$ cat src/hdl/tcc_pkg.sv
// Constants, register map and carrier types of the timer capture/compare unit.
// How it works
// RQ1 - Three-bit code picks counter clock source
// RQ2 - Two-bit code picks filter sampling clock
// RQ3 - Filter enable delays edge up to three samples
// RQ4 - Software changes filter clock only while stopped
// RQ5 - Run bit seven counts, zero holds count
// RQ6 - Mode bit selects capture or compare
// RQ7 - Capture edge code: rise, fall, both
// RQ8 - Valid edge copies counter into general register
// RQ9 - Before first match pin follows action code
// RQ10 - Counter equal general register means compare match
// RQ11 - Pin settings apply in timer mode only
// RQ12 - Software writes pin control only while stopped
// RQ13 - Overflow flag interrupts only when enabled
// RQ14 - Underflow flag interrupts only when enabled
// RQ15 - Unit match flags interrupt only when enabled
// RQ16 - Request flag bit three shows pending request
// RQ17 - Mask bit three zero allows servicing
// RQ18 - Two separate bits give priority level
// RQ19 - Match action: none, low, high, toggle
// RQ20 - Supply enable zero resets timer, blocks writes
// RQ21 - Counter wrap to zero sets overflow flag
package tcc_pkg;

  // Byte addresses of the APB registers
  localparam logic [7:0] TCC_OFS_CONTROL = 8'h00;   // timer_control
  localparam logic [7:0] TCC_OFS_MODE = 8'h04;      // timer_mode_control
  localparam logic [7:0] TCC_OFS_PIN_IO = 8'h08;    // timer_pin_io_control
  localparam logic [7:0] TCC_OFS_IRQ_EN = 8'h0c;    // timer_irq_enable
  localparam logic [7:0] TCC_OFS_STATUS = 8'h10;    // Status flags
  localparam logic [7:0] TCC_OFS_GEN_A = 8'h14;     // general_reg_a
  localparam logic [7:0] TCC_OFS_GEN_B = 8'h18;     // general_reg_b
  localparam logic [7:0] TCC_OFS_COUNTER = 8'h1c;   // main_counter
  localparam logic [7:0] TCC_OFS_IRQ_REQ = 8'h20;   // irq_request_flags_2h
  localparam logic [7:0] TCC_OFS_IRQ_MASK = 8'h24;  // irq_mask_flags_2h
  localparam logic [7:0] TCC_OFS_PRIO_HI = 8'h28;   // irq_priority_high_bits
  localparam logic [7:0] TCC_OFS_PRIO_LO = 8'h2c;   // irq_priority_low_bits
  localparam logic [7:0] TCC_OFS_SUPPLY = 8'h30;    // Clock supply enable

  // Field positions
  localparam int TCC_BIT_RUN = 7;        // Mode: counter_run
  localparam int TCC_BIT_FILT_SEL = 4;   // Mode: filter clock select, two bits
  localparam int TCC_BIT_FILT_B = 3;     // Mode: pin B filter enable
  localparam int TCC_BIT_FILT_A = 2;     // Mode: pin_a_filter_enable
  localparam int TCC_BIT_PWM = 0;        // Mode: pwm_mode_select
  localparam int TCC_BIT_CAP_B = 6;      // Pin io: unit B capture mode
  localparam int TCC_BIT_ACT_B = 4;      // Pin io: unit B action, two bits
  localparam int TCC_BIT_CAP_A = 2;      // Pin io: unit_a_capture_mode
  localparam int TCC_BIT_ACT_A = 0;      // Pin io: unit A action, two bits
  localparam int TCC_BIT_OVF = 3;        // Overflow flag / enable
  localparam int TCC_BIT_UDF = 2;        // Underflow flag / enable
  localparam int TCC_BIT_TIMER_IRQ = 3;  // Request, mask and priority bit
  localparam int TCC_BIT_SUPPLY = 6;     // timer_clock_supply_enable

  // Values after reset
  localparam logic TCC_RST_MASK = 1'b1;       // Servicing blocked
  localparam logic TCC_RST_PRIO = 1'b1;       // Level 3, lowest
  localparam logic [15:0] TCC_RST_GEN = 16'hffff;
  localparam int TCC_FILT_SAMPLES = 3;        // Equal samples to accept a level

  // Counter clock source codes
  typedef enum logic [2:0] {
    TCC_CK_DIV1 = 3'h0,
    TCC_CK_DIV2 = 3'h1,
    TCC_CK_DIV4 = 3'h2,
    TCC_CK_DIV8 = 3'h3,
    TCC_CK_DIV32 = 3'h4,
    TCC_CK_EXT_A = 3'h5,
    TCC_CK_EXT_B = 3'h7
  } tcc_cnt_src_t;

  // Software configuration of the timer
  typedef struct packed {
    logic [2:0] cnt_sel;   // Count clock select
    logic run;             // Counting enabled
    logic [1:0] filt_sel;  // Filter clock select
    logic [1:0] filt_en;   // {B, A} filter enables
    logic pwm;             // PWM mode, pins released
    logic [1:0] cap_mode;  // {B, A} capture mode
    logic [3:0] action;    // {B[1:0], A[1:0]} edge / match code
    logic [3:0] irq_en;    // Overflow, underflow, B, A
  } tcc_cfg_t;

  // Status flags in their register order
  typedef struct packed {
    logic ovf;   // overflow_flag
    logic udf;   // underflow_flag
    logic imfb;  // unit_b_match_flag
    logic imfa;  // unit_a_match_flag
  } tcc_flags_t;

endpackage : tcc_pkg

$ cat src/hdl/tcc_timer.sv
// Timer capture/compare unit with APB register slave and two pins.
//
// Design decisions made here: the APB interface to the registers and the register addresses.
module tcc_timer
  import tcc_pkg::*;
(
  input wire logic clk_in, // Peripheral clock, 200 MHz
  input wire logic rst_n_in, // Synchronous reset, active low
  input wire logic psel_in, // APB select
  input wire logic penable_in, // APB enable
  input wire logic pwrite_in, // APB write
  input wire logic [7:0] paddr_in, // APB byte address
  input wire logic [31:0] pwdata_in, // APB write data
  input wire logic [3:0] pstrb_in, // APB byte strobes
  output logic pready_out, // APB ready
  output logic [31:0] prdata_out, // APB read data
  output logic pslverr_out, // APB error, unmapped address
  input wire logic pin_a_in, // capture_compare_pin_a level
  output logic pin_a_out, // Pin A drive level
  output logic pin_a_oe_n_out, // Pin A enable, low drives
  input wire logic pin_b_in, // capture_compare_pin_b level
  output logic pin_b_out, // Pin B drive level
  output logic pin_b_oe_n_out, // Pin B enable, low drives
  input wire logic ext_clock_in_a_in, // External count clock A
  input wire logic ext_clock_in_b_in, // External count clock B
  output logic timer_interrupt_out, // Request and not masked
  output logic [1:0] timer_priority_out // {hi, lo} priority level
);

  // Edge test of a capture code against detected rising and falling edges
  function automatic logic edge_hit(input logic [1:0] code, input logic rise,
                                    input logic fall);
    case (code)
      2'b00: return rise;
      2'b01: return fall;
      2'b10: return rise | fall;
      default: return 1'b0;  // Prohibited code catches nothing
    endcase
  endfunction
  // Address decode, used for both error answer and write enable
  function automatic logic is_mapped(input logic [7:0] addr);
    return (addr <= TCC_OFS_SUPPLY) && (addr[1:0] == 2'b00);
  endfunction
  // Synchronisers: {ext B, ext A, pin B, pin A}
  logic [3:0] sync1;        // First stage, read only by the second
  logic [3:0] sync2;        // Second stage, safe to use
  logic [1:0] ext_prev;     // Previous synced external clock levels

  // Timer state
  tcc_cfg_t cfg, next_cfg;             // Software configuration
  tcc_flags_t flags, next_flags;       // Status flags
  logic supply, next_supply;           // Clock supply enable
  logic [15:0] cnt, next_cnt;          // main_counter
  logic [15:0] gen [2];                // General registers A and B
  logic [15:0] next_gen [2];
  logic [4:0] div, next_div;           // Free running prescaler
  logic [1:0] matched, next_matched;   // First match seen per unit
  logic [1:0] pin_lvl, next_pin_lvl;   // Compare output level per unit
  logic [1:0] pin_oe_n, next_pin_oe_n; // Pin enables, low drives
  logic irq_req, next_irq_req;         // timer_irq_request
  logic irq_mask, next_irq_mask;       // timer_irq_mask
  logic prio_hi, next_prio_hi;         // timer_priority_hi
  logic prio_lo, next_prio_lo;         // timer_priority_lo
  logic irq_out, next_irq_out;         // Registered interrupt output
  logic pready, next_pready;           // APB ready
  logic [31:0] prdata, next_prdata;    // APB read data
  logic pslverr, next_pslverr;         // APB error

  // Filter and edge state per unit
  logic [TCC_FILT_SAMPLES-1:0] samp [2];  // Sample history at filter tick
  logic [1:0] filt_lvl;                   // Accepted filtered level
  logic [1:0] in_prev;                    // Level seen last cycle
  logic [1:0] in_now;                     // Level after optional filter
  logic [1:0] cap_evt;                    // Valid capture edge per unit

  logic cnt_tick;   // One counting step
  logic filt_tick;  // One filter sample
  logic ext_a_rise; // Rising edge of external clock A
  logic ext_b_rise; // Rising edge of external clock B

  // Two-flop synchronisers for every asynchronous input
  always_ff @(posedge clk_in)
  begin
    if (!rst_n_in)
    begin
      sync1 <= 4'h0;
      sync2 <= 4'h0;
      ext_prev <= 2'h0;
    end
    else
    begin
      sync1 <= {ext_clock_in_b_in, ext_clock_in_a_in, pin_b_in, pin_a_in};
      sync2 <= sync1;
      ext_prev <= sync2[3:2];
    end
  end

  assign ext_a_rise = sync2[2] & ~ext_prev[0];
  assign ext_b_rise = sync2[3] & ~ext_prev[1];

  // Count clock selection from prescaler taps and external edges
  always_comb
  begin
    case (tcc_cnt_src_t'(cfg.cnt_sel))  // [RQ1]
      TCC_CK_DIV1: cnt_tick = 1'b1;
      TCC_CK_DIV2: cnt_tick = div[0];
      TCC_CK_DIV4: cnt_tick = &div[1:0];
      TCC_CK_DIV8: cnt_tick = &div[2:0];
      TCC_CK_DIV32: cnt_tick = &div[4:0];
      TCC_CK_EXT_A: cnt_tick = ext_a_rise;
      TCC_CK_EXT_B: cnt_tick = ext_b_rise;
      default: cnt_tick = 1'b0;  // Prohibited code stalls counting
    endcase
  end

  // Filter sampling clock selection
  always_comb
  begin
    case (cfg.filt_sel)  // [RQ2]
      2'b00: filt_tick = &div[4:0];
      2'b01: filt_tick = &div[2:0];
      2'b10: filt_tick = 1'b1;
      default: filt_tick = cnt_tick;
    endcase
  end

  // Per-unit digital filter and edge detector
  genvar u;
  generate
    for (u = 0; u < 2; u++)
    begin : g_unit
      logic [TCC_FILT_SAMPLES-1:0] next_samp;  // Next sample history
      logic next_filt;                         // Next filtered level
      logic rise;                              // Rising edge seen
      logic fall;                              // Falling edge seen
      // Accept a new level only after three equal samples
      always_comb
      begin
        next_samp = samp[u];
        next_filt = filt_lvl[u];
        if (filt_tick)
          next_samp = {samp[u][TCC_FILT_SAMPLES-2:0], sync2[u]};
        if (&samp[u])  // [RQ3]
          next_filt = 1'b1;
        else if (~|samp[u])
          next_filt = 1'b0;
      end
      always_ff @(posedge clk_in)
      begin
        if (!rst_n_in || !supply)
        begin
          samp[u] <= '0;
          filt_lvl[u] <= 1'b0;
          in_prev[u] <= sync2[u];  // Track the pin, so a high idle pin gives no false edge
        end
        else
        begin
          samp[u] <= next_samp;
          filt_lvl[u] <= next_filt;
          in_prev[u] <= in_now[u];
        end
      end

      // Filter bypassed when its enable is clear
      assign in_now[u] = cfg.filt_en[u] ? filt_lvl[u] : sync2[u];  // [RQ3]
      assign rise = in_now[u] & ~in_prev[u];
      assign fall = ~in_now[u] & in_prev[u];
      // Capture only in timer mode with the unit set for capture
      assign cap_evt[u] = ~cfg.pwm & cfg.cap_mode[u]  // [RQ6] [RQ11]
                          & edge_hit(cfg.action[2*u +: 2], rise, fall);  // [RQ7]
    end
  endgenerate

  // Next state of counter, units, flags, interrupt and APB slave
  always_comb
  begin
    logic wr;             // APB write completes this cycle
    logic rd;             // APB read data sampled this cycle
    logic tmr_wr;         // Write to a timer register is allowed
    logic [1:0] act;      // Unit action code
    logic [1:0] match;    // Compare match per unit
    logic [15:0] inc;     // Counter plus one
    tcc_flags_t set_evt;  // Flags raised this cycle
    logic [31:0] rdv;     // Read value
    wr = 1'b0;
    rd = 1'b0;
    tmr_wr = 1'b0;
    act = 2'b00;
    match = 2'b00;
    inc = cnt + 16'h0001;
    set_evt = '0;
    rdv = 32'h0000_0000;
    next_cfg = cfg;
    next_flags = flags;
    next_supply = supply;
    next_cnt = cnt;
    next_gen = gen;
    next_div = div + 5'h01;
    next_matched = matched;
    next_pin_lvl = pin_lvl;
    next_pin_oe_n = pin_oe_n;
    next_irq_req = irq_req;
    next_irq_mask = irq_mask;
    next_prio_hi = prio_hi;
    next_prio_lo = prio_lo;
    // APB: one wait state, write lands at the pready edge
    wr = psel_in & penable_in & pready & pwrite_in & pstrb_in[0] & is_mapped(paddr_in);
    rd = psel_in & penable_in & ~pready;
    tmr_wr = wr & supply;  // [RQ20]
    next_pready = psel_in & penable_in & ~pready;
    next_pslverr = rd & ~is_mapped(paddr_in);
    // Software writes, ahead of hardware so that hardware events win
    if (tmr_wr)
    begin
      if (paddr_in == TCC_OFS_CONTROL)
        next_cfg.cnt_sel = pwdata_in[2:0];
      else if (paddr_in == TCC_OFS_MODE)
      begin
        next_cfg.run = pwdata_in[TCC_BIT_RUN];
        next_cfg.filt_sel = pwdata_in[TCC_BIT_FILT_SEL +: 2];
        next_cfg.filt_en = {pwdata_in[TCC_BIT_FILT_B], pwdata_in[TCC_BIT_FILT_A]};
        next_cfg.pwm = pwdata_in[TCC_BIT_PWM];
      end
      else if (paddr_in == TCC_OFS_PIN_IO)
      begin
        next_cfg.cap_mode = {pwdata_in[TCC_BIT_CAP_B], pwdata_in[TCC_BIT_CAP_A]};
        next_cfg.action = {pwdata_in[TCC_BIT_ACT_B +: 2], pwdata_in[TCC_BIT_ACT_A +: 2]};
      end
      else if (paddr_in == TCC_OFS_IRQ_EN)
        next_cfg.irq_en = pwdata_in[3:0];
      else if (paddr_in == TCC_OFS_STATUS)
        next_flags = flags & tcc_flags_t'(pwdata_in[3:0]);  // Zero clears, one keeps
      else if (paddr_in == TCC_OFS_GEN_A)
        next_gen[0] = {pstrb_in[1] ? pwdata_in[15:8] : gen[0][15:8], pwdata_in[7:0]};
      else if (paddr_in == TCC_OFS_GEN_B)
        next_gen[1] = {pstrb_in[1] ? pwdata_in[15:8] : gen[1][15:8], pwdata_in[7:0]};
      else if (paddr_in == TCC_OFS_COUNTER)
        next_cnt = {pstrb_in[1] ? pwdata_in[15:8] : cnt[15:8], pwdata_in[7:0]};
    end
    // Interrupt controller bits sit outside the timer's clock gate
    if (wr)
    begin
      if (paddr_in == TCC_OFS_IRQ_REQ)
        next_irq_req = pwdata_in[TCC_BIT_TIMER_IRQ];
      else if (paddr_in == TCC_OFS_IRQ_MASK)
        next_irq_mask = pwdata_in[TCC_BIT_TIMER_IRQ];
      else if (paddr_in == TCC_OFS_PRIO_HI)
        next_prio_hi = pwdata_in[TCC_BIT_TIMER_IRQ];
      else if (paddr_in == TCC_OFS_PRIO_LO)
        next_prio_lo = pwdata_in[TCC_BIT_TIMER_IRQ];
      else if (paddr_in == TCC_OFS_SUPPLY)
        next_supply = pwdata_in[TCC_BIT_SUPPLY];  // [RQ20]
    end
    // Counting; underflow stays clear since only up-counting exists
    if (cfg.run && cnt_tick)  // [RQ5]
    begin
      next_cnt = inc;
      set_evt.ovf = (cnt == 16'hffff);  // [RQ21]
      for (int i = 0; i < 2; i++)
        match[i] = ~cfg.pwm & ~cfg.cap_mode[i] & (inc == gen[i]);  // [RQ10]
    end
    // Pin output per unit; PWM mode releases both pins
    for (int i = 0; i < 2; i++)
    begin
      act = cfg.action[2*i +: 2];
      next_pin_oe_n[i] = cfg.pwm | cfg.cap_mode[i] | (act == 2'b00);  // [RQ11]
      if (match[i])
      begin
        next_matched[i] = 1'b1;
        case (act)  // [RQ19]
          2'b01: next_pin_lvl[i] = 1'b0;
          2'b10: next_pin_lvl[i] = 1'b1;
          2'b11: next_pin_lvl[i] = ~pin_lvl[i];
          default: next_pin_lvl[i] = pin_lvl[i];
        endcase
      end
      else if (!matched[i])
        next_pin_lvl[i] = (act == 2'b01);  // [RQ9]
      if (cap_evt[i])
        next_gen[i] = cnt;  // [RQ8]
    end
    set_evt.imfa = match[0] | cap_evt[0];
    set_evt.imfb = match[1] | cap_evt[1];
    // Hardware sets win over a clearing write in the same cycle
    next_flags = next_flags | set_evt;
    if (|(set_evt & tcc_flags_t'(cfg.irq_en)))  // [RQ13] [RQ14] [RQ15]
      next_irq_req = 1'b1;  // [RQ16]
    next_irq_out = irq_req & ~irq_mask;  // [RQ17]
    // Read mux; timer registers read zero while the clock is gated
    if (paddr_in == TCC_OFS_IRQ_REQ)
      rdv[TCC_BIT_TIMER_IRQ] = irq_req;
    else if (paddr_in == TCC_OFS_IRQ_MASK)
      rdv[TCC_BIT_TIMER_IRQ] = irq_mask;
    else if (paddr_in == TCC_OFS_PRIO_HI)
      rdv[TCC_BIT_TIMER_IRQ] = prio_hi;
    else if (paddr_in == TCC_OFS_PRIO_LO)
      rdv[TCC_BIT_TIMER_IRQ] = prio_lo;
    else if (paddr_in == TCC_OFS_SUPPLY)
      rdv[TCC_BIT_SUPPLY] = supply;
    else if (!supply)
      rdv = 32'h0;  // [RQ20]
    else if (paddr_in == TCC_OFS_CONTROL)
      rdv[2:0] = cfg.cnt_sel;
    else if (paddr_in == TCC_OFS_MODE)
    begin
      rdv[TCC_BIT_RUN] = cfg.run;
      rdv[TCC_BIT_FILT_SEL +: 2] = cfg.filt_sel;
      rdv[TCC_BIT_FILT_B] = cfg.filt_en[1];
      rdv[TCC_BIT_FILT_A] = cfg.filt_en[0];
      rdv[TCC_BIT_PWM] = cfg.pwm;
    end
    else if (paddr_in == TCC_OFS_PIN_IO)
    begin
      rdv[TCC_BIT_CAP_B] = cfg.cap_mode[1];
      rdv[TCC_BIT_ACT_B +: 2] = cfg.action[3:2];
      rdv[TCC_BIT_CAP_A] = cfg.cap_mode[0];
      rdv[TCC_BIT_ACT_A +: 2] = cfg.action[1:0];
    end
    else if (paddr_in == TCC_OFS_IRQ_EN)
      rdv[3:0] = cfg.irq_en;
    else if (paddr_in == TCC_OFS_STATUS)
      rdv[3:0] = flags;
    else if (paddr_in == TCC_OFS_GEN_A)
      rdv[15:0] = gen[0];
    else if (paddr_in == TCC_OFS_GEN_B)
      rdv[15:0] = gen[1];
    else if (paddr_in == TCC_OFS_COUNTER)
      rdv[15:0] = cnt;
    next_prdata = (rd && !pwrite_in) ? rdv : 32'h0;
  end

  // Registers; a cleared supply bit holds the timer itself in reset
  always_ff @(posedge clk_in)
  begin
    if (!rst_n_in)
    begin
      supply <= 1'b0;
      irq_req <= 1'b0;
      irq_mask <= TCC_RST_MASK;
      prio_hi <= TCC_RST_PRIO;
      prio_lo <= TCC_RST_PRIO;
      irq_out <= 1'b0;
      pready <= 1'b0;
      prdata <= 32'h0000_0000;
      pslverr <= 1'b0;
    end
    else
    begin
      supply <= next_supply;
      irq_req <= next_irq_req;
      irq_mask <= next_irq_mask;
      prio_hi <= next_prio_hi;
      prio_lo <= next_prio_lo;
      irq_out <= next_irq_out;
      pready <= next_pready;
      prdata <= next_prdata;
      pslverr <= next_pslverr;
    end
    if (!rst_n_in || !supply)  // [RQ20]
    begin
      cfg <= '0;
      flags <= '0;
      cnt <= 16'h0000;
      gen[0] <= TCC_RST_GEN;
      gen[1] <= TCC_RST_GEN;
      div <= 5'h00;
      matched <= 2'b00;
      pin_lvl <= 2'b00;
      pin_oe_n <= 2'b11;
    end
    else
    begin
      cfg <= next_cfg;
      flags <= next_flags;
      cnt <= next_cnt;
      gen <= next_gen;
      div <= next_div;
      matched <= next_matched;
      pin_lvl <= next_pin_lvl;
      pin_oe_n <= next_pin_oe_n;
    end
  end

  // Outputs straight from flip-flops
  assign pready_out = pready;
  assign prdata_out = prdata;
  assign pslverr_out = pslverr;
  assign pin_a_out = pin_lvl[0];
  assign pin_a_oe_n_out = pin_oe_n[0];
  assign pin_b_out = pin_lvl[1];
  assign pin_b_oe_n_out = pin_oe_n[1];
  assign timer_interrupt_out = irq_out;
  assign timer_priority_out = {prio_hi, prio_lo};  // [RQ18]

endmodule // tcc_timer

$ cat config.mk
export PLATFORM = sky130hd
export DESIGN_NAME = tcc_timer
export DESIGN_NICKNAME = d
export VERILOG_FILES = /design/src/hdl/tcc_pkg.sv /design/src/hdl/tcc_timer.sv
export SDC_FILE = /design/constraint.sdc
export NUM_CORES = 1
export LEC_CHECK = 0
export BUFFER_PORTS_ARGS = -buffer_cell sky130_fd_sc_hd__buf_2
export CORE_UTILIZATION = 50
export DETAILED_ROUTE_END_ITERATION = 12
export PLACE_DENSITY_LB_ADDON = 0.15
export SYNTH_ARGS = -nofsm -noshare
export SYNTH_HDL_FRONTEND = slang
export SYNTH_SLANG_ARGS = --single-unit
$ cat constraint.sdc
create_clock -name clk_in -period 5.2 [get_ports clk_in]
set_input_delay 0 -clock clk_in [delete_from_list [all_inputs] [get_ports clk_in]]
set_output_delay 0 -clock clk_in [all_outputs]
set_load 0.01 [all_outputs]
### After elaboration in Yosys (flattened, before gate mapping)

Memories as Yosys holds them, arrays and structs flattened.
Cells that the tools add are included.

* input bits: 53
* logic and storage cells: 328
* memory bits (writable): 6
* register bits: 136
* memories: 1
* output and inout port bits: 41

* muxes and demuxes: 113
* bitwise logic cells: 60
* $lt $le $gt $ge: 1
* add/subtract/negate cells: 2
* eq/ne operators: 53
* reductions and logical operators: 54

Memories
* samp: depth 2, width 3, read ports 2, clocked after Yosys merged registers in 0, wr ports 2, RTL line tcc_timer.sv:70 `logic [TCC_FILT_SAMPLES-1:0] samp [2];`

Operator list (count)
* 2-to-1 mux 16 bit: 18
* 2-to-1 mux 32 bit: 6
* 2-to-1 mux 12 bit: 11
* 2-to-1 mux 4 bit: 18
* 2-to-1 mux 3 bit: 21
* equality test 8 x 6 -> 1 bit (second input constant): 5
* equality test 16 bit: 2
* equality test 8 x 5 -> 1 bit (second input constant): 4
* 2-to-1 mux 1 bit: 29
* inequality test 2 bit (second input constant): 13
* inverter 1 bit: 24
* bitwise AND 1 bit: 23
* nonzero test 2 bit: 11
* inequality test 2 x 1 -> 1 bit (second input constant): 9
* AND reduction 9 bit: 2
* adder 16 x 1 -> 16 bit (second input constant): 1
* equality test 16 bit (second input constant): 1
* equality test 8 x 4 -> 1 bit (second input constant): 2
* AND reduction 8 bit: 2
* case mux 1 bit (3 select lines): 5
* AND reduction 3 bit: 5
* AND reduction 5 bit: 3
* AND reduction 2 bit: 6
* OR reduction 11 bit: 1
* other kinds (32): 61

### Depth between registers and ports, before layout

* depth after elaboration: 31
* mapped depth: 13
* gate-level depth less buffers: 11

### Worst setup path after synthesis

No wires, ideal clock.

* path type: register to register
* start: register cnt[7]
* end: register pin_lvl[1]
* setup slack: 2.349 ns
* stages on the path, launching flop included: 10
* path buffers: 1
* period minus slack after synthesis: 2.851 ns
* library setup time: 0.074 ns
* required time: 5.126 ns
* data arrival time: 2.777 ns
* cells stage by stage: dfxtp_1 > clkbuf_1 > nand3_1 > nor4_1 > xnor2_1 > nand4_1 > or4_1 > or4_4 > a21o_1 > a31oi_1

* longest elaborated chain between the ends: 6
* elaborated cells between the ends (all ways): 8
* those cells by class: add/sub (1); eq/ne (3); mux (2); bitwise (1); reduce/logical (1)

RTL lines
* from (decl): RTL line tcc_timer.sv:53 `logic [15:0] cnt, next_cnt;`
* from (signal assigned): RTL line tcc_timer.sv:375 `cnt <= next_cnt;`
* adder 16 x 1 -> 16 bit *: RTL line tcc_timer.sv:190 `inc = cnt + 16'h0001;`
* equality test 16 bit *: RTL line tcc_timer.sv:260 `match[i] = ~cfg.pwm & ~cfg.cap_mode[i] & (inc == gen[i]);`
* bitwise AND 1 bit *: RTL line tcc_timer.sv:260
* 2-to-1 mux 2 bit *: RTL line tcc_timer.sv:255 `if (cfg.run && cnt_tick)`
* inequality test 4 x 1 -> 1 bit (no line) or inequality test 2 x 1 -> 1 bit (tied branches)
* AND reduction 2 bit (no line)
* to (signal assigned): RTL line tcc_timer.sv:379 `pin_lvl <= next_pin_lvl;`
* to (decl): RTL line tcc_timer.sv:58 `logic [1:0] pin_lvl, next_pin_lvl;`

Every way passes the cells marked *; elsewhere a longest branch is shown, timed or not.
A chain may end at the register's enable or synchronous reset.

### Worst setup path in the final report

* start: register cnt[0]
* end: register pin_lvl[1]

The elaborated chain is that of the path after synthesis.

==> flow_results.xml <==
<?xml version="1.0" encoding="UTF-8"?>
<metrics>
  <group name="setup_path">
    <metric name="critical_path_class" unit="">reg2reg</metric>
    <metric name="data_arrival_time_of_the_critical_path" unit="ns">4.50</metric>
    <metric name="crit_path_cell_trace" unit="">ha_1 -&gt; inv_1 -&gt; or4_4 -&gt; nand3_2 -&gt; nand4_1 -&gt; or4_1 -&gt; nor4_1 -&gt; or4b_2 -&gt; a31oi_1</metric>
    <metric name="regToRegSetupSlack" unit="ns">1.01</metric>
    <metric name="critPathMaxFanout" unit="">14</metric>
    <metric name="cp-start-kind" unit="">register</metric>
    <metric name="critical-path-slowest-cell" unit="">nor4_1</metric>
    <metric name="critPathCaptureType" unit="">register</metric>
    <metric name="required" unit="ns">5.50</metric>
    <metric name="worst_path_largest_cell_delay" unit="ns">0.81</metric>
  </group>
  <group name="sta">
    <metric name="achievable-frequency" unit="MHz">238.5</metric>
    <metric name="rsz0062_at_grt" unit="">no</metric>
    <metric name="timing.final.crit_period" unit="ns">4.193</metric>
    <metric name="fin_ws" unit="ns">1.007</metric>
    <metric name="tns" unit="ns">0</metric>
    <metric name="timing.slew.headroom" unit="%">32.30</metric>
    <metric name="timing_hold_violations_final" unit="">0</metric>
    <metric name="max_slew.worst_pin.slew" unit="ns">1.014</metric>
    <metric name="worst_clock_skew" unit="ns">0.009770</metric>
    <metric name="min_period_over_period" unit="%">80.64</metric>
    <metric name="drv_slew" unit="">0</metric>
    <metric name="timing.final.setup_violations" unit="">0</metric>
    <metric name="final.hold.worst_slack" unit="ns">0.005637</metric>
  </group>
  <group name="route">
    <metric name="drt_first_pass_iters" unit="">6</metric>
    <metric name="vias_per_cell" unit="">6.056</metric>
    <metric name="wl" unit="µm">22080</metric>
    <metric name="detailedRoute.firstIterationViolations" unit="">710</metric>
    <metric name="routed-via-count" unit="">6874</metric>
    <metric name="wl_per_cell" unit="µm">19.45</metric>
    <metric name="drt_drc_violations_left" unit="">0</metric>
    <metric name="ant_nets" unit="">0</metric>
  </group>
  <group name="worst_hold_path">
    <metric name="hold_path_class" unit="">in2reg</metric>
  </group>
  <group name="grt">
    <metric name="first_global_vias" unit="">6329</metric>
    <metric name="number_of_antenna_violations_at_the_first_check_in_global_routing" unit="">0</metric>
    <metric name="gr-usage-all-layers" unit="%">30.51</metric>
    <metric name="grt_pass1_wl" unit="µm">34420</metric>
    <metric name="grt_start_max_net_pins" unit="">43</metric>
    <metric name="globalRouteOverflowTotal" unit="">0</metric>
  </group>
  <group name="clock_network">
    <metric name="clock_tree.root_cell" unit="">clkbuf_16</metric>
    <metric name="cts_repair_resized_insts" unit="">0</metric>
    <metric name="cts_tree" unit="">done</metric>
    <metric name="path_clk_slew" unit="ns">0.06</metric>
    <metric name="cts.htree.levels" unit="">4</metric>
    <metric name="numCtsBuffers" unit="">17</metric>
    <metric name="clockBufferDepth" unit="">2</metric>
    <metric name="worstSkewPairLatency" unit="ns">0.43</metric>
    <metric name="clock_sink_count" unit="">126</metric>
  </group>
  <group name="final_layout">
    <metric name="final-instance-count-excl-fill" unit="">1135</metric>
    <metric name="fin_area" unit="µm²">8387</metric>
    <metric name="antenna-diode-count" unit="">0</metric>
    <metric name="final_layout_size_suffix_gt1_share" unit="%">15.39</metric>
    <metric name="areaGrowthSynthToFinish" unit="%">16.33</metric>
    <metric name="finish.net_count" unit="">1003</metric>
    <metric name="final.fill_count" unit="">1256</metric>
    <metric name="fin_util" unit="%">59.96</metric>
  </group>
  <group name="place">
    <metric name="numPlacedInstances" unit="">1074</metric>
    <metric name="detailed_place.area" unit="µm²">7513</metric>
    <metric name="hpwl" unit="µm">15140</metric>
    <metric name="gp_congestion" unit="">0.9618</metric>
    <metric name="place_worst_setup_slack" unit="ns">1.076</metric>
    <metric name="io_buffer_count" unit="">59</metric>
  </group>
  <group name="synthesis">
    <metric name="netlist_area" unit="µm²">7209</metric>
    <metric name="synth_area_per_cell" unit="µm²">8.155</metric>
    <metric name="synthesis.instances" unit="">884</metric>
    <metric name="synth-seq-cells" unit="">126</metric>
    <metric name="post_synth_num_cell_types" unit="">65</metric>
    <metric name="post_synth_edffs" unit="">0</metric>
    <metric name="yosys_warnings" unit="">0</metric>
    <metric name="async_flop_share" unit="%">0</metric>
    <metric name="yosysSeqAreaShare" unit="%">34.99</metric>
    <metric name="synth_ff_type" unit="">dfxtp_1</metric>
  </group>
  <group name="die">
    <metric name="chipWidth" unit="µm">122.1</metric>
    <metric name="design.core.area" unit="µm²">13990</metric>
    <metric name="die_area" unit="µm²">14900</metric>
    <metric name="ios" unit="">94</metric>
    <metric name="floorplan.initialDensity" unit="%">51.54</metric>
    <metric name="die_y" unit="µm">122.1</metric>
    <metric name="number_of_rows_in_the_core_area" unit="">43</metric>
  </group>
  <group name="pwr">
    <metric name="pwr_density_cell" unit="nW/µm²">267.2</metric>
    <metric name="p_leak" unit="nW">3.167</metric>
    <metric name="peakVddDrop" unit="mV">0.2542</metric>
    <metric name="power.total" unit="mW">2.241</metric>
  </group>
  <group name="flow_run">
    <metric name="cap_violations" unit="">0</metric>
  </group>
  <group name="outcome">
    <metric name="outcome" unit="">finished clean</metric>
  </group>
</metrics>
worst max-delay path: cells and delay by family, from the launching register on:
family | cells | cell delay (ns)
AOI/OAI and AO/OA | 1 | 0.08
adders and majority gates | 1 | 0.59
buffers and inverters | 1 | 0.33
DFF | 1 | 0.62
and+or+nand+nor | 6 | 2.44
state kept, by name, indices dropped and copies added, names as in the netlist:
signal               cells
cfg                     19
cnt                     16
div                      5
ext_prev                 2
filt_lvl                 2
flags                    4
gen                     32
in_prev                  2
irq_mask                 1
irq_req                  1
matched                  2
pin_lvl                  2
pin_oe_n                 2
prdata_out              16
pready_out               1
prio_hi                  1
prio_lo                  1
pslverr_out              1
samp                     6
supply                   1
sync1                    4
sync2                    4
timer_interrupt_out      1
synth_stat cells, types with 3 or more instances:
library cell / number / area share, %
a21o_1: 4 / 0.42
a21oi_1: 48 / 3.3
a221oi_1: 4 / 0.49
a222oi_1: 4 / 0.56
a22oi_1: 18 / 1.9
a311oi_1: 4 / 0.49
a31oi_1: 18 / 1.6
and2_1: 13 / 1.1
and3_1: 7 / 0.61
and3b_1: 3 / 0.36
buf_1: 5 / 0.26
buf_2: 6 / 0.42
buf_4: 18 / 1.9
clkbuf_1: 45 / 2.3
dfxtp_1: 126 / 35
ha_1: 8 / 1.4
inv_1: 17 / 0.89
mux2_2: 25 / 3.9
mux2i_1: 57 / 7.9
nand2_1: 112 / 5.8
nand2b_1: 11 / 0.95
nand3_1: 34 / 2.4
nand3b_1: 9 / 0.94
nand4_1: 9 / 0.78
nor2_1: 90 / 4.7
nor2b_1: 6 / 0.52
nor3_1: 15 / 1.0
nor3b_1: 6 / 0.62
nor4_1: 7 / 0.61
o211ai_1: 3 / 0.31
o21ai_0: 43 / 3.0
o221ai_1: 7 / 0.85
o22ai_1: 4 / 0.35
o311ai_0: 5 / 0.61
or2_2: 6 / 0.52
or3_1: 9 / 0.78
or4_1: 7 / 0.73
xnor2_1: 24 / 2.9
xor2_1: 13 / 1.6
report_power, final:
group / internal [mW] / leakage (nW) / switching [mW] / total [mW]
clock network: 0.693 / 0.279 / 0.490 / 1.18
registers: 0.970 / 1.02 / 0.00167 / 0.971
logic: 0.0402 / 1.87 / 0.0467 / 0.0869
total: 1.70 / 3.17 / 0.538 / 2.24
routing by layer:
metal	routed length [µm]	GRT usage, %	vias to the layer above
li1	-	-	3246
met1	9938	43.13	3255
met2	9575	45.41	341
met3	2094	6.648	32
met4	471	10.75	0
met5	0	0	-
layout by cell type, fill, tap and decap left out, drive strengths merged, types with 7 or more instances in the layout:
| master | netlist | routed |
|---|---|---|
| nand2 | 112 | 112 |
| o221ai | 7 | 7 |
| nand2b | 11 | 11 |
| nand4 | 11 | 11 |
| xnor2 | 24 | 24 |
| o21ai | 43 | 43 |
| or4 | 9 | 9 |
| mux2 | 25 | 25 |
| conb | 1 | 16 |
| inv | 17 | 22 |
| clkbuf | 45 | 19 |
| nor2 | 90 | 90 |
| or3 | 9 | 9 |
| nand3b | 9 | 9 |
| mux2i | 57 | 57 |
| ha | 8 | 8 |
| dfxtp | 126 | 126 |
| nor4 | 10 | 10 |
| buf | 29 | 69 |
| nand3 | 35 | 35 |
| and2 | 13 | 13 |
| a21oi | 48 | 48 |
| nor3 | 15 | 15 |
| a31oi | 18 | 18 |
| xor2 | 13 | 13 |
| a22oi | 18 | 18 |
| and3 | 7 | 7 |
| dlygate4sd3 | 0 | 29 |
worst paths after layout:
| path | start | endpoint | cells after the start |
|---|---|---|---|
| min reg2reg | sync1[3]$_SDFF_PN0_ | sync2[3]$_SDFF_PN0_ | 1 |
| max | cnt[0]$_SDFFE_PP0P_ | pin_lvl[1]$_SDFFE_PP0P_ | 9 |
| max reg2reg | cnt[0]$_SDFFE_PP0P_ | pin_lvl[1]$_SDFFE_PP0P_ | 9 |
| min | psel_in | pslverr_out$_SDFF_PN0_ | 4 |
kinds of logic after synthesis:
group	count (synthesis)	share of synthesized area, %
adders and majority gates	8	1.388
muxes	82	11.82
DFF	126	34.99
and+or+nand+nor	360	25.16
other	1	0.05202
AOI/OAI and AO/OA	177	15.69
xor gates and xnor gates	39	5.120
buffers and inverters	91	5.779
timing repair:
| item | CTS | global route |
|---|---|---|
| endpoints found under the hold margin | 61 | 0 |
| hold buffers | 29 | 0 |
| buffers inserted | 0 | 0 |
area by class of cell:
| class | count | area [µm²] | area share, % |
|---|---|---|---|
| Clock buffer | 19 | 452.9 | 5.401 |
| Clock inverter | 13 | 130.1 | 1.552 |
| Multi-Input combinational cell | 682 | 4332 | 51.65 |
| Tap cell | 180 | 225.2 | 2.685 |
| Sequential cell | 126 | 2522 | 30.08 |
| Inverter | 17 | 63.81 | 0.7609 |
| Timing Repair Buffer | 98 | 660.6 | 7.877 |
(Power assumes the default switching activity.)
